### src/core/ckd_pkg.sv
// Shared constants for the clock divider configuration block
`default_nettype none

package ckd_pkg;

    // ============================================================
    // Register bus geometry
    localparam int unsigned ADDR_W = 8;
    localparam int unsigned DATA_W = 8;

    // ============================================================
    // Register offsets
    localparam logic [7:0] PRIMARY_BIT_CLOCK_DIVIDER_LOW_ADDR   = 8'h3C;
    localparam logic [7:0] SECONDARY_BIT_CLOCK_DIVIDER_LOW_ADDR = 8'h3D;
    localparam logic [7:0] ANALOG_NM_DIVIDER_ADDR               = 8'h3E;
    localparam logic [7:0] CORE_DIVIDER_ENABLES_ADDR            = 8'h44;
    localparam logic [7:0] CONVERTER_PORT_DIVIDER_ENABLES_ADDR  = 8'h45;

    // ============================================================
    // Reset values
    localparam logic [7:0] PRIMARY_BIT_CLOCK_DIVIDER_LOW_RST   = 8'h01;
    localparam logic [7:0] SECONDARY_BIT_CLOCK_DIVIDER_LOW_RST = 8'h01;
    localparam logic [7:0] ANALOG_NM_DIVIDER_RST               = 8'h01;
    localparam logic [7:0] CORE_DIVIDER_ENABLES_RST            = 8'h00;
    localparam logic [7:0] CONVERTER_PORT_DIVIDER_ENABLES_RST  = 8'h00;
    localparam logic [7:0] UNMAPPED_READ_VALUE                 = 8'h00;

    // ============================================================
    // Writable-bit masks; reserved positions are cleared
    localparam logic [7:0] ANALOG_NM_DIVIDER_MASK    = 8'h3F;
    localparam logic [7:0] CORE_DIVIDER_ENABLES_MASK = 8'h07;

    // ============================================================
    // Field positions
    localparam int unsigned ANALOG_NM_RATIO_LSB             = 0;
    localparam int unsigned ANALOG_NM_RATIO_W               = 6;
    localparam int unsigned N_RATIO_ENABLE_BIT              = 2;
    localparam int unsigned M_RATIO_ENABLE_BIT              = 1;
    localparam int unsigned PULSE_DENSITY_RATIO_ENABLE_BIT  = 0;
    localparam int unsigned INPUT_CONV_MATCHING_ENABLE_BIT  = 7;
    localparam int unsigned INPUT_CONV_MODULATOR_ENABLE_BIT = 6;
    localparam int unsigned OUTPUT_CONV_MATCHING_ENABLE_BIT = 5;
    localparam int unsigned OUTPUT_CONV_MODULATOR_ENABLE_BIT = 4;
    localparam int unsigned PRIMARY_BITCLK_RATIO_ENABLE_BIT = 3;
    localparam int unsigned SECONDARY_BITCLK_RATIO_ENABLE_BIT = 2;
    localparam int unsigned PRIMARY_FRAME_RATIO_ENABLE_BIT  = 1;
    localparam int unsigned SECONDARY_FRAME_RATIO_ENABLE_BIT = 0;

    // ============================================================
    // Divider code widths; code zero means two to the width
    localparam int unsigned BITCLK_CODE_W = 9;
    localparam int unsigned N_CODE_W      = 3;
    localparam int unsigned M_CODE_W      = 6;

endpackage

`default_nettype wire

### src/core/ckd_divider.sv
// Programmable tick divider where code zero selects two to the code width
`default_nettype none

module ckd_divider
    import ckd_pkg::*;
#(
    parameter int unsigned CODE_W = 6
)
(
    input  wire logic              clock,
    input  wire logic              rst_b,
    input  wire logic              enable,
    input  wire logic              src_tick,
    input  wire logic [CODE_W-1:0] code,
    output logic                   div_clk,
    output logic                   div_pulse
);

    // ============================================================
    // Ratio decode: zero wraps to full range, others divide by themselves
    logic [CODE_W:0] ratio;
    logic [CODE_W:0] high_len;

    always_comb
    begin
        if (code == '0)
        begin
            ratio = {1'b1, {CODE_W{1'b0}}};
        end
        else
        begin
            ratio = {1'b0, code};
        end
        // High phase takes the larger half, so ratio one stays high
        high_len = ratio - (ratio >> 1);
    end

    // ============================================================
    // Counter and outputs
    logic [CODE_W:0] cnt_reg;
    logic [CODE_W:0] cnt_next;
    logic            clk_reg;
    logic            clk_next;
    logic            pulse_reg;
    logic            pulse_next;

    // A code shrunk below the count wraps at once instead of running away
    always_comb
    begin
        cnt_next   = cnt_reg;
        clk_next   = clk_reg;
        pulse_next = 1'b0;
        if (!enable)
        begin
            cnt_next = '0;
            clk_next = 1'b0;
        end
        else if (src_tick)
        begin
            if (cnt_reg >= ratio - 1'b1)
            begin
                cnt_next   = '0;
                pulse_next = 1'b1;
            end
            else
            begin
                cnt_next = cnt_reg + 1'b1;
            end
            clk_next = (cnt_next < high_len);
        end
    end

    // Registered so the divided clock is glitch free
    always_ff @(posedge clock or negedge rst_b)
    begin
        if (!rst_b)
        begin
            cnt_reg   <= '0;
            clk_reg   <= 1'b0;
            pulse_reg <= 1'b0;
        end
        else
        begin
            cnt_reg   <= cnt_next;
            clk_reg   <= clk_next;
            pulse_reg <= pulse_next;
        end
    end

    assign div_clk   = clk_reg;
    assign div_pulse = pulse_reg;

endmodule

`default_nettype wire

### src/core/ckd_core.sv
// Clock divider configuration registers and the dividers they steer
//
// Behaviour
// - Bit-clock code zero divides by 512.
// - Bit-clock codes one and two divide exactly.
// - Codes three to sixty-two divide by code.
// - Largest bit-clock code divides by 511.
// - Two bit-clock low bytes, reset one.
// - Auto detection overrides all programmed divider codes.
// - Analog ratio six bits, zero means 64.
// - Bits two, one enable N, M.
// - Bit zero enables pulse-density divider.
// - Bits seven, six enable input converter dividers.
// - Bits five, four enable output converter dividers.
// - Bits three, two enable bit-clock dividers.
// - Bits one, zero enable frame dividers.
// - High bit extends each bit-clock code.
// - N code zero divides by eight.
// - M code zero divides by 64.
`default_nettype none

module ckd_core
    import ckd_pkg::*;
(
    input  wire logic                 clock,
    input  wire logic                 rst_b,
    // Register port
    input  wire logic [ADDR_W-1:0]    reg_addr,
    input  wire logic                 reg_wr_en,
    input  wire logic [DATA_W-1:0]    reg_wr_data,
    input  wire logic                 reg_rd_en,
    output logic      [DATA_W-1:0]    reg_rd_data,
    // Neighbouring configuration bits
    input  wire logic                 primary_bitclk_ratio_high,
    input  wire logic                 secondary_bitclk_ratio_high,
    input  wire logic [N_CODE_W-1:0]  n_ratio,
    input  wire logic [M_CODE_W-1:0]  m_ratio,
    // Automatic clock detection
    input  wire logic                 auto_detect_active,
    input  wire logic [BITCLK_CODE_W-1:0] auto_primary_bitclk_code,
    input  wire logic [BITCLK_CODE_W-1:0] auto_secondary_bitclk_code,
    input  wire logic [ANALOG_NM_RATIO_W-1:0] auto_analog_nm_code,
    input  wire logic [N_CODE_W-1:0]  auto_n_code,
    input  wire logic [M_CODE_W-1:0]  auto_m_code,
    // Source ticks
    input  wire logic                 audio_src_tick,
    input  wire logic                 pll_src_tick,
    // Divided clocks and wrap pulses
    output logic                      primary_bitclk_out,
    output logic                      primary_bitclk_pulse,
    output logic                      secondary_bitclk_out,
    output logic                      secondary_bitclk_pulse,
    output logic                      analog_nm_out,
    output logic                      analog_nm_pulse,
    output logic                      n_out,
    output logic                      n_pulse,
    output logic                      m_out,
    output logic                      m_pulse,
    // Enables for dividers outside this block
    output logic                      pulse_density_ratio_enable,
    output logic                      input_conv_matching_enable,
    output logic                      input_conv_modulator_enable,
    output logic                      output_conv_matching_enable,
    output logic                      output_conv_modulator_enable,
    output logic                      primary_frame_ratio_enable,
    output logic                      secondary_frame_ratio_enable
);

    // ============================================================
    // Configuration registers
    logic [DATA_W-1:0] primary_bit_clock_divider_low_reg;
    logic [DATA_W-1:0] primary_bit_clock_divider_low_next;
    logic [DATA_W-1:0] secondary_bit_clock_divider_low_reg;
    logic [DATA_W-1:0] secondary_bit_clock_divider_low_next;
    logic [DATA_W-1:0] analog_nm_divider_reg;
    logic [DATA_W-1:0] analog_nm_divider_next;
    logic [DATA_W-1:0] core_divider_enables_reg;
    logic [DATA_W-1:0] core_divider_enables_next;
    logic [DATA_W-1:0] converter_port_divider_enables_reg;
    logic [DATA_W-1:0] converter_port_divider_enables_next;
    logic [DATA_W-1:0] rd_data_reg;
    logic [DATA_W-1:0] rd_data_next;

    // Write decode; reserved positions are masked so they never store
    always_comb
    begin
        primary_bit_clock_divider_low_next   = primary_bit_clock_divider_low_reg;
        secondary_bit_clock_divider_low_next = secondary_bit_clock_divider_low_reg;
        analog_nm_divider_next               = analog_nm_divider_reg;
        core_divider_enables_next            = core_divider_enables_reg;
        converter_port_divider_enables_next  = converter_port_divider_enables_reg;
        if (reg_wr_en)
        begin
            unique case (reg_addr)
                PRIMARY_BIT_CLOCK_DIVIDER_LOW_ADDR:
                    primary_bit_clock_divider_low_next = reg_wr_data;
                SECONDARY_BIT_CLOCK_DIVIDER_LOW_ADDR:
                    secondary_bit_clock_divider_low_next = reg_wr_data;
                ANALOG_NM_DIVIDER_ADDR:
                    analog_nm_divider_next = reg_wr_data & ANALOG_NM_DIVIDER_MASK;
                CORE_DIVIDER_ENABLES_ADDR:
                    core_divider_enables_next =
                        reg_wr_data & CORE_DIVIDER_ENABLES_MASK;
                CONVERTER_PORT_DIVIDER_ENABLES_ADDR:
                    converter_port_divider_enables_next = reg_wr_data;
                default:
                    primary_bit_clock_divider_low_next =
                        primary_bit_clock_divider_low_reg;                // Unmapped writes drop
            endcase
        end
    end

    // Read mux, registered so read data is glitch free
    always_comb
    begin
        rd_data_next = rd_data_reg;
        if (reg_rd_en)
        begin
            unique case (reg_addr)
                PRIMARY_BIT_CLOCK_DIVIDER_LOW_ADDR:
                    rd_data_next = primary_bit_clock_divider_low_reg;
                SECONDARY_BIT_CLOCK_DIVIDER_LOW_ADDR:
                    rd_data_next = secondary_bit_clock_divider_low_reg;
                ANALOG_NM_DIVIDER_ADDR:
                    rd_data_next = analog_nm_divider_reg;
                CORE_DIVIDER_ENABLES_ADDR:
                    rd_data_next = core_divider_enables_reg;
                CONVERTER_PORT_DIVIDER_ENABLES_ADDR:
                    rd_data_next = converter_port_divider_enables_reg;
                default:
                    rd_data_next = UNMAPPED_READ_VALUE;
            endcase
        end
    end

    always_ff @(posedge clock or negedge rst_b)
    begin
        if (!rst_b)
        begin
            primary_bit_clock_divider_low_reg   <= PRIMARY_BIT_CLOCK_DIVIDER_LOW_RST;
            secondary_bit_clock_divider_low_reg <= SECONDARY_BIT_CLOCK_DIVIDER_LOW_RST;
            analog_nm_divider_reg               <= ANALOG_NM_DIVIDER_RST;
            core_divider_enables_reg            <= CORE_DIVIDER_ENABLES_RST;
            converter_port_divider_enables_reg  <= CONVERTER_PORT_DIVIDER_ENABLES_RST;
            rd_data_reg                         <= UNMAPPED_READ_VALUE;
        end
        else
        begin
            primary_bit_clock_divider_low_reg   <= primary_bit_clock_divider_low_next;
            secondary_bit_clock_divider_low_reg <= secondary_bit_clock_divider_low_next;
            analog_nm_divider_reg               <= analog_nm_divider_next;
            core_divider_enables_reg            <= core_divider_enables_next;
            converter_port_divider_enables_reg  <= converter_port_divider_enables_next;
            rd_data_reg                         <= rd_data_next;
        end
    end

    assign reg_rd_data = rd_data_reg;

    // ============================================================
    // Effective divider codes
    // Programmed codes are ignored outright while detection runs, so a
    // half-written setup never reaches the dividers during a rate change.
    logic [BITCLK_CODE_W-1:0]     primary_bitclk_code;
    logic [BITCLK_CODE_W-1:0]     secondary_bitclk_code;
    logic [ANALOG_NM_RATIO_W-1:0] analog_nm_ratio;
    logic [N_CODE_W-1:0]          n_code;
    logic [M_CODE_W-1:0]          m_code;

    always_comb
    begin
        if (auto_detect_active)
        begin
            primary_bitclk_code   = auto_primary_bitclk_code;
            secondary_bitclk_code = auto_secondary_bitclk_code;
            analog_nm_ratio       = auto_analog_nm_code;
            n_code                = auto_n_code;
            m_code                = auto_m_code;
        end
        else
        begin
            primary_bitclk_code   = {primary_bitclk_ratio_high,
                                     primary_bit_clock_divider_low_reg};
            secondary_bitclk_code = {secondary_bitclk_ratio_high,
                                     secondary_bit_clock_divider_low_reg};
            analog_nm_ratio       = analog_nm_divider_reg[ANALOG_NM_RATIO_LSB +:
                                                          ANALOG_NM_RATIO_W];
            n_code                = n_ratio;
            m_code                = m_ratio;
        end
    end

    // ============================================================
    // Enable bits
    logic n_ratio_enable;
    logic m_ratio_enable;
    logic primary_bitclk_ratio_enable;
    logic secondary_bitclk_ratio_enable;

    assign n_ratio_enable = core_divider_enables_reg[N_RATIO_ENABLE_BIT];
    assign m_ratio_enable = core_divider_enables_reg[M_RATIO_ENABLE_BIT];
    assign pulse_density_ratio_enable =
        core_divider_enables_reg[PULSE_DENSITY_RATIO_ENABLE_BIT];
    assign input_conv_matching_enable =
        converter_port_divider_enables_reg[INPUT_CONV_MATCHING_ENABLE_BIT];
    assign input_conv_modulator_enable =
        converter_port_divider_enables_reg[INPUT_CONV_MODULATOR_ENABLE_BIT];
    assign output_conv_matching_enable =
        converter_port_divider_enables_reg[OUTPUT_CONV_MATCHING_ENABLE_BIT];
    assign output_conv_modulator_enable =
        converter_port_divider_enables_reg[OUTPUT_CONV_MODULATOR_ENABLE_BIT];
    assign primary_bitclk_ratio_enable =
        converter_port_divider_enables_reg[PRIMARY_BITCLK_RATIO_ENABLE_BIT];
    assign secondary_bitclk_ratio_enable =
        converter_port_divider_enables_reg[SECONDARY_BITCLK_RATIO_ENABLE_BIT];
    assign primary_frame_ratio_enable =
        converter_port_divider_enables_reg[PRIMARY_FRAME_RATIO_ENABLE_BIT];
    assign secondary_frame_ratio_enable =
        converter_port_divider_enables_reg[SECONDARY_FRAME_RATIO_ENABLE_BIT];

    // ============================================================
    // Dividers; each clears its count and idles low when disabled
    // Bit-clock ratio: 0 gives 512, others themselves
    ckd_divider #(.CODE_W(BITCLK_CODE_W)) primary_bitclk_div
    (
        .clock     (clock),
        .rst_b     (rst_b),
        .enable    (primary_bitclk_ratio_enable),
        .src_tick  (audio_src_tick),
        .code      (primary_bitclk_code),
        .div_clk   (primary_bitclk_out),
        .div_pulse (primary_bitclk_pulse)
    );

    // Same decode for the secondary port
    ckd_divider #(.CODE_W(BITCLK_CODE_W)) secondary_bitclk_div
    (
        .clock     (clock),
        .rst_b     (rst_b),
        .enable    (secondary_bitclk_ratio_enable),
        .src_tick  (audio_src_tick),
        .code      (secondary_bitclk_code),
        .div_clk   (secondary_bitclk_out),
        .div_pulse (secondary_bitclk_pulse)
    );

    // Analog ratio has no enable of its own here, so it always runs
    ckd_divider #(.CODE_W(ANALOG_NM_RATIO_W)) analog_nm_div
    (
        .clock     (clock),
        .rst_b     (rst_b),
        .enable    (1'b1),
        .src_tick  (audio_src_tick),
        .code      (analog_nm_ratio),
        .div_clk   (analog_nm_out),
        .div_pulse (analog_nm_pulse)
    );

    // N ratio: code 0 gives 8
    ckd_divider #(.CODE_W(N_CODE_W)) n_div
    (
        .clock     (clock),
        .rst_b     (rst_b),
        .enable    (n_ratio_enable),
        .src_tick  (pll_src_tick),
        .code      (n_code),
        .div_clk   (n_out),
        .div_pulse (n_pulse)
    );

    // M ratio: code 0 gives 64
    ckd_divider #(.CODE_W(M_CODE_W)) m_div
    (
        .clock     (clock),
        .rst_b     (rst_b),
        .enable    (m_ratio_enable),
        .src_tick  (pll_src_tick),
        .code      (m_code),
        .div_clk   (m_out),
        .div_pulse (m_pulse)
    );

endmodule

`default_nettype wire

### config.mk
export PLATFORM = sky130hd
export DESIGN_NAME = ckd_core
export DESIGN_NICKNAME = d
export VERILOG_FILES = /design/src/core/ckd_pkg.sv /design/src/core/ckd_divider.sv /design/src/core/ckd_core.sv
export SDC_FILE = /design/constraint.sdc
export NUM_CORES = 1
export LEC_CHECK = 0
export BUFFER_PORTS_ARGS = -buffer_cell sky130_fd_sc_hd__buf_2
export CORE_MARGIN = 1.5
export CORE_UTILIZATION = 50
export DETAILED_ROUTE_END_ITERATION = 10
export PLACE_DENSITY = 0.75
export REMOVE_ABC_BUFFERS = 1
export SYNTH_ARGS = -nofsm -noshare
export SYNTH_HDL_FRONTEND = slang
export SYNTH_SLANG_ARGS = --single-unit
### constraint.sdc
create_clock -name clock -period 4.55 [get_ports clock]
set_input_delay 0.2275 -clock clock [delete_from_list [all_inputs] [get_ports clock]]
set_output_delay 0.2275 -clock clock [all_outputs]
set_load 0.03 [all_outputs]
-- Word-level counts from Yosys, hierarchy flattened
Cells that the tools add are included.
- flip-flop bits (word level): 89
- logic and storage cells: 120
- bits of input ports: 67
- output and inout bits: 25
- multiplexer cells: 55
- equality and inequality tests: 9
- $lt $le $gt $ge: 10
- reduce and logical (&&, ||, !) cells: 10
- add/subtract/negate cells: 15
- operators by type and width (kind ; count):
    two-way mux 10 bit ; 12
    two-way mux 7 bit ; 9
    case mux 8 bit (5 select lines) ; 1
    equality test 8 x 6 -> 1 bit (second input constant) ; 3
    two-way mux 4 bit ; 6
    two-way mux 1 bit ; 22
    adder 10 x 1 -> 10 bit (second input constant) ; 2
    >= comparator 10 bit ; 2
    less-than comparator 10 bit ; 2
    subtractor 10 x 1 -> 10 bit (second input constant) ; 2
    subtractor 10 x 9 -> 10 bit ; 2
    logical NOT 9 bit ; 2
    two-way mux 9 bit ; 2
    equality test 8 x 7 -> 1 bit (second input constant) ; 2
    adder 7 x 1 -> 7 bit (second input constant) ; 2
    >= comparator 7 bit ; 2
    less-than comparator 7 bit ; 2
    subtractor 7 x 1 -> 7 bit (second input constant) ; 2
    subtractor 7 x 6 -> 7 bit ; 2
    logical NOT 6 bit ; 2
    two-way mux 6 bit ; 2
    AND reduction 2 bit ; 5
    != test 2 bit (second input constant) ; 4
    adder 4 x 1 -> 4 bit (second input constant) ; 1
    other kinds (6) ; 6

-- Logic depth before layout (Yosys ltp)
Gate-level depths: netlist of the first run.
- word-level depth: 11
- gate-level depth with buffers: 27
- gate-level depth less buffers: 24

-- By module
Synthesis of the first run repeated with hierarchy kept, for this count alone.
- cells, all modules: 1037
- area total of the unflattened synthesis: 9330.2 um2
- by module, submodules not included (module ; sequential area each (um2) ; cells each ; times used ; area an instance (um2)):
    ckd_core ; 1029.7 ; 185 ; 1 ; 2364.8
    ckd_divider at primary_bitclk_div ; 300.3 ; 236 ; 1 ; 1910.6
    ckd_divider at secondary_bitclk_div ; 300.3 ; 226 ; 1 ; 1856.8
    ckd_divider at analog_nm_div ; 225.2 ; 161 ; 1 ; 1298.7
    ckd_divider at m_div ; 225.2 ; 161 ; 1 ; 1291.2
    ckd_divider at n_div ; 150.1 ; 68 ; 1 ; 608.1

-- Least setup slack after synthesis of the first run
OpenSTA, ideal clock, no wires.
- path type: in2reg
- from: input auto_detect_active
- to: register primary_bitclk_div.clk_reg, in the netlist primary_bitclk_div.div_clk
- path buffers: 4
- library setup time: 0.083 ns
- data arrival time: 5.299 ns
- data required time: 4.467 ns
- path slack: -0.832 ns
- cell stages on the path: 26
- cell sequence: buf_2 -> buf_2 -> buf_2 -> mux2i_1 -> ha_1 -> nand2_1 -> nor3b_2 -> nor2_1 -> inv_1 -> ha_1 -> nand2_1 -> nor4bb_1 -> a311oi_1 -> o221ai_1 -> ha_1 -> a2111o_1 -> a21oi_1 -> o31ai_2 -> and2_1 -> buf_2 -> nor2_1 -> ha_1 -> and4_1 -> a221o_1 -> a211o_1 -> o21ai_0
- cells in the longest elaborated chain, start to end: 11
- elaborated cells on any way between the ends: 12
- classes of those cells: add/sub: 2; order compare: 2; mux: 7; reduce/logical: 1
- ends and longest elaborated chain (what ; line ; RTL):
    start, declared ; ckd_core.sv:39 ; input wire logic auto_detect_active,
    two-way mux 9 bit (*) ; ckd_core.sv:172 ; if (auto_detect_active)
    logical NOT 9 bit ; ckd_divider.sv:26 ; if (code == '0)
    two-way mux 10 bit (*) ; ckd_divider.sv:26 ;
    subtractor 10 x 1 -> 10 bit ; ckd_divider.sv:60 ; if (cnt_reg >= ratio - 1'b1)
    >= comparator 10 bit ; ckd_divider.sv:60 ;
    two-way mux 10 bit ; ckd_divider.sv:60 ;
    two-way mux 10 bit ; ckd_divider.sv:58 ; else if (src_tick)
    two-way mux 10 bit ; ckd_divider.sv:53 ; if (!enable)
    less-than comparator 10 bit (*) ; ckd_divider.sv:69 ; clk_next = (cnt_next < high_len);
    two-way mux 1 bit (*) ; ckd_divider.sv:58 ;
    two-way mux 1 bit (*) ; ckd_divider.sv:53 ;
    end signal, assigned ; ckd_divider.sv:85 ; clk_reg <= clk_next;
    end, declared ; ckd_divider.sv:42 ; logic clk_reg;
Every way passes the cells marked *; elsewhere a longest branch is shown, timed or not. The select of a mux whose other input is x is not followed.
A chain may end at the register's enable or synchronous reset.

-- Final worst setup path of the first run
- from: register primary_bit_clock_divider_low_reg[6]
- to: register primary_bitclk_div.clk_reg, in the netlist primary_bitclk_div.div_clk
- cells in the longest elaborated chain, start to end: 11
- elaborated cells on any way between the ends: 12
- classes of those cells: add/sub: 2; order compare: 2; mux: 7; reduce/logical: 1
- ends and longest elaborated chain (what ; line ; RTL):
    start, declared ; ckd_core.sv:71 ; logic [DATA_W-1:0] primary_bit_clock_divider_low_reg;
    start signal, assigned ; ckd_core.sv:149 ; primary_bit_clock_divider_low_reg <= primary_bit_clock_divider_low_next;
    two-way mux 9 bit (*) ; ckd_core.sv:172 ;
    logical NOT 9 bit ; ckd_divider.sv:26 ;
    two-way mux 10 bit (*) ; ckd_divider.sv:26 ;
    subtractor 10 x 1 -> 10 bit ; ckd_divider.sv:60 ;
    >= comparator 10 bit ; ckd_divider.sv:60 ;
    two-way mux 10 bit ; ckd_divider.sv:60 ;
    two-way mux 10 bit ; ckd_divider.sv:58 ;
    two-way mux 10 bit ; ckd_divider.sv:53 ;
    less-than comparator 10 bit (*) ; ckd_divider.sv:69 ;
    two-way mux 1 bit (*) ; ckd_divider.sv:58 ;
    two-way mux 1 bit (*) ; ckd_divider.sv:53 ;
Marked as above.

==> metrics, run 1 <==
Util after Layout=60.16%; critical path type=flop to flop; Post-DP HPWL=18.07 mm; VDD IR max=167.3 µV; Ports=92; core area=17,900 µm²; top routing layer in use=met4; Post-route DRC=0; share of the synthesized area in the top cell type=23.68%; CTS tree=built; pwr/cell area=246.6 nW/µm²; initial antenna violation count=2; cell area after layout=10,770 µm²; total track usage=24.68%; total chip power=2656 µW; flop and latch count out of synthesis=89; fin crit share=99.07%; Avg Vias per Cell=5.799; placed cell area=10,150 µm²; area delta synth->final=18.49%; ratio of cells with drive above 1 in the final layout=25.28%; min Tclk post-route=4.508 ns; drt wl/cell=16.83 µm; Post-Syn Area per Cell=9.008 µm²; register area share after synthesis=24.55%; post-route ant nets=0; GPL Wtd Cong=0.8921; status=finished clean; Post-Syn Area=9089 µm²; WL met2=11.33 mm; fillers=1,534; chip width=137.8 µm; WL met1=10.11 mm; Pins Over Slew Limit=0; max cap viols=0; pin count of the biggest net entering global routing=56; Slew HR=46.12%; Core Rows=49; Hold WS=0.1663 ns; Worst Tran Pin Value=0.8074 ns; CP required=4.82 ns; Worst Skew=0.009385 ns; crit end category=flop; die footprint=19,000 µm²; vias in the first global route=7,768; I/O Buffers=91; final WL=23.27 mm; critical path startpoint category=flop; Fin. Hold Viols=0; Post-synth ARST share=100.0%; Initial Util=50.77%; number of distinct library cells after synthesis=71; number of synthesized flops with an enable pin=0; CTS clk-pin slew, worst paths=0.07 ns; setup TNS=0 ns; drt pass-1 iters=5; Fmax=0.2218 GHz; top post-synthesis cells by area=dfrtp_1 (24%), ha_1 (20%), mux2_2 (5.6%); GR Overflow Total=0; worst-path fanout max=5; Max Root-Sink Buffers=2; CTS HTree Levels=3; yosys warns=0; Root Driver=clkbuf_16; vias=8,014; # setup viols final=0; Synth Flop Type=dfrtp_1; nets@finish=1,365; Clock Latency Late Sink=0.35 ns; CP Data Arrival Time=4.78 ns; leakage=0.005321 µW; first-pass GRT wire length=37.29 mm; RSZ-0062 raised after global routing=yes; Storage cell area=2231 µm²; Cells after Synth=1,009; CTS Buf Count=9; largest area contributor in the netlist=dfrtp_1; 1st-iter DRT viols=350; Multi-input gate area=6688 µm²; worst min path class=input port to flop; CTS sink count=89; Die H=137.8 µm; met3 wire length=1.036 mm
[cells in the mapped netlist (all sizes together), types with 16 or more instances]
cell,count
nand3,28
xor2,21
a21o,16
o21ai,38
dfrtp,86
clkbuf,22
mux2i,26
a21oi,37
xnor2,51
nand2,69
nor2b,19
inv,74
ha,147
mux2,45
nor2,87
[power breakdown]
part / internal (µW) / total (µW) / switching [µW]
logic: 418 / 925 / 507
registers: 835 / 899 / 63.8
clock network: 492 / 832 / 340
[cell usage in the layout (no fill, tap or decap), types with 10 or more instances in the layout]
master | Yosys | routed
nor3_1 | 12 | 12
dfrtp_1 | 86 | 86
and3_1 | 11 | 11
mux2i_1 | 26 | 24
buf_2 | 7 | 90
nor2b_1 | 19 | 19
buf_4 | 0 | 62
xor2_1 | 21 | 21
a22oi_1 | 10 | 10
nor2_1 | 87 | 76
a21o_1 | 16 | 16
inv_1 | 74 | 72
xnor2_1 | 51 | 51
o211ai_1 | 12 | 12
mux2_2 | 45 | 44
ha_1 | 147 | 140
a21oi_1 | 37 | 34
nand3_1 | 26 | 25
nand4_1 | 12 | 12
nand2_1 | 67 | 63
o21ai_0 | 37 | 35
[per-layer routing]
layer | up-vias | track usage, %
met1 | 3810 | 31.30
met3 | 60 | 4.084
met2 | 232 | 42.06
li1 | 3912 | -
met5 | - | 0
met4 | 0 | 9.317
[worst paths after layout]
path / start / endpoint / slack (ns) / cells past startpoint
min in group asynchronous: rst_b / n_div.div_pulse / 0.36 / 2
max in group asynchronous: rst_b / secondary_bitclk_div.div_pulse / 3.10 / 3
setup reg to reg: primary_bit_clock_divider_low_reg[6] / primary_bitclk_div.div_clk / 0.04 / 21
setup / recovery: primary_bit_clock_divider_low_reg[6] / primary_bitclk_div.div_clk / 0.04 / 21
hold reg to reg: reg_rd_data[5] / reg_rd_data[5] / 0.54 / 2
hold / removal: reg_wr_data[4] / primary_bit_clock_divider_low_reg[4] / 0.17 / 2
[logic make-up (layout without fill, tap and decap cells)]
| group | after synthesis | in the layout | synth area share [%] |
|---|---|---|---|
| DFF | 89 | 89 | 24.55 |
| other | 0 | 2 | 0 |
| xor gates and xnor gates | 72 | 72 | 6.938 |
| muxes | 71 | 71 | 8.439 |
| adders and majority gates | 152 | 152 | 21.34 |
| and+or+nand+nor | 301 | 301 | 17.36 |
| AOI/OAI and AO/OA | 220 | 220 | 16.99 |
| buffers and inverters | 104 | 246 | 4.391 |
[what timing repair did]
action,4_1_cts,5_1_grt
setup endpoints to repair,2,3
buffers inserted,1,4
hold buffers,1,0
endpoints found under the hold margin,33,0
pin swaps,3,28
resized for setup,10,49
[critical path, cell delays in order (launching register included)]
cell and delay (ns):
dfrtp_1 0.42, nor4_2 0.31, a22oi_1 0.20, nor3b_4 0.24, nor2_2 0.07, inv_2 0.09
ha_4 0.15, nand2_2 0.06, nor4bb_4 0.15, a311oi_1 0.28, o221ai_1 0.17, ha_2 0.20
a2111o_1 0.42, a21oi_2 0.14, o31ai_2 0.09, and2_4 0.19, nor2_2 0.10, ha_1 0.24
and4_1 0.19, a221o_1 0.33, a211o_1 0.26, o21ai_1 0.14
[layout make-up]
| class | instances | share of cell area, % |
|---|---|---|
| timing repair buffer | 155 | 8.807 |
| clock inverter | 6 | 0.9062 |
| multi-input combinational | 816 | 62.10 |
| sequential | 89 | 20.72 |
| clock buffer | 10 | 2.126 |
| antenna | 2 | 0.04647 |
| inverter | 75 | 2.637 |
| tap | 229 | 2.661 |
[per-stage QoR]
stage / instances / setup slack [ns]
final: 1382 / 0.04215
after global routing: 1381 / -0.1609
after CTS: 1376 / 0.01064
after detailed placement: 1358 / -0.2901
after global placement: 1358 / -0.07040
after floorplan: 980 / -0.5320
No activity file was read; power rests on OpenSTA's default activity.
==> run 2: changes to the inputs <==
CORE_UTILIZATION = 40   (was 50)
PLACE_DENSITY = 0.63   (was 0.75)
==> metrics, run 2 (same netlist as run 1, synthesis figures left out) <==
Post-route DRC=0; min Tclk post-route=4.428 ns; GR Overflow Total=0; RSZ-0062 raised after global routing=yes; Initial Util=41.26%; area delta synth->final=18.01%; WP buf/inv=2; initial antenna violation count=3; crit-path leading delay family=compound AO/OA/AOI/OAI gates; Slew HR=39.09%; VDD IR max=153.7 µV; Worst Tran Pin Value=0.9127 ns; Post-DP HPWL=18.64 mm; most common cell after layout, fill and taps aside=ha_1; Die H=153.7 µm; core area=22,030 µm²; worst-path fanout max=5; final WL=23.87 mm; GPL Wtd Cong=0.8974; worst min path class=input port to flop; CTS tree=built; max cap viols=0; # setup viols final=0; Worst Skew=0.009187 ns; CTS clk-pin slew, worst paths=0.08 ns; Fin. Hold Viols=0; commonest cells after routing, fill and taps aside=ha_1 (140), buf_2 (90), dfrtp_1 (86); CP required=4.84 ns; Ports=92; Max Root-Sink Buffers=2; leakage=0.005298 µW; nets@finish=1,367; chip width=153.7 µm; DP Worst Slack=-0.1900 ns; critical path type=flop to flop; Avg Vias per Cell=5.465; CTS sink count=89; pin count of the biggest net entering global routing=54; I/O Buffers=91; final setup margin=0.1219 ns; Core Rows=54; CTS Buf Count=9; Root Driver=clkbuf_16; vias in the first global route=7,478; status=finished clean; critical path startpoint category=flop; Util after Layout=48.69%; die footprint=23,630 µm²; Fmax=0.2258 GHz; ratio of cells with drive above 1 in the final layout=24.98%; 1st-iter DRT viols=485; total track usage=20.14%; post-route ant nets=0; worst-path cell chain=mux2_2 -> inv_1 -> ha_1 -> nand2_1 -> nor3b_2 -> nor2_2 -> inv_2 -> ha_2 -> nand2_1 -> nor4bb_1 -> a311oi_1 -> o221ai_1 -> ha_2 -> a2111o_1 -> a21oi_2 -> o31ai_2 -> and2_4 -> nor2_1 -> ha_1 -> and4_1 -> a221o_1 -> a211o_1 -> o21ai_1; Pins Over Slew Limit=0; Clock Latency Late Sink=0.36 ns; CTS HTree Levels=3; drt wl/cell=16.65 µm; vias=7,837; Slowest cell on crit path=dfstp_2; drt pass-1 iters=4; crit end category=flop; CP peak stage delay=0.37 ns; pwr/cell area=241.0 nW/µm²; CP Data Arrival Time=4.72 ns; first-pass GRT wire length=38.00 mm; fin crit share=97.32%
[run 2: power breakdown]
| group | total, µW | switching, µW | internal, µW | leakage (µW) |
|---|---|---|---|---|
| Sequential | 894 | 59.4 | 835 | 0.00121 |
| Combinational | 927 | 514 | 413 | 0.00394 |
| Clock | 763 | 375 | 388 | 0.000143 |
| Total | 2580 | 949 | 1640 | 0.00530 |
[run 2: cell type report]
class,instances,area [µm²]
diodes,1,2.502
clock buffers,9,225.2
clock inverters,7,67.56
fillers,2107,11300
inverters,75,281.5
multi-input cells,816,6604
flip-flops and latches,89,2231
well taps,280,350.3
repair buffers,157,963.4
[run 2: worst paths after layout]
| kind | startpoint | to | slack, ns | cells after the start |
|---|---|---|---|---|
| min in group asynchronous | rst_b | analog_nm_div.div_pulse | 0.47 | 2 |
| worst min-delay path | reg_wr_data[6] | converter_port_divider_enables_reg[6] | 0.15 | 2 |
| max in group asynchronous | rst_b | analog_nm_divider_reg[0] | 3.08 | 3 |
| worst max register to register | primary_bit_clock_divider_low_reg[0] | primary_bitclk_div.div_clk | 0.12 | 23 |
| worst min register to register | analog_nm_div.div_clk | analog_nm_div.div_clk | 0.54 | 2 |
| worst max-delay path | primary_bit_clock_divider_low_reg[0] | primary_bitclk_div.div_clk | 0.12 | 23 |
[run 2: routing by layer]
layer  share of wire (%)  track usage (%)
met1                  47            26.55
met2                  47            33.70
met3                 4.2            4.002
met4                 1.7            5.178
met5               0.096                0
[run 2: repair_timing]
item	CTS	global route
setup endpoints to repair	1	3
pin swaps	1	19
hold buffers	1	0
resized for setup	4	38
endpoints found under the hold margin	51	0
buffers inserted	1	4
[run 2: per-stage QoR]
stage / setup TNS [ns] / hold slack [ns] / instances / power (µW) / cell area [µm²]
6_report: 0 / 0.1487 / 1434 / 2584 / 10730
3_3_place_gp: -0.08644 / 0.3352 / 1411 / 1795 / 10230
5_1_grt: -0.1645 / 0.1453 / 1433 / 2758 / 10720
3_5_place_dp: -0.3778 / 0.3473 / 1411 / 1810 / 10230
4_1_cts: 0 / 0.1446 / 1429 / 2586 / 10560
2_1_floorplan: -0.7257 / -0.06809 / 980 / 1511 / 8971
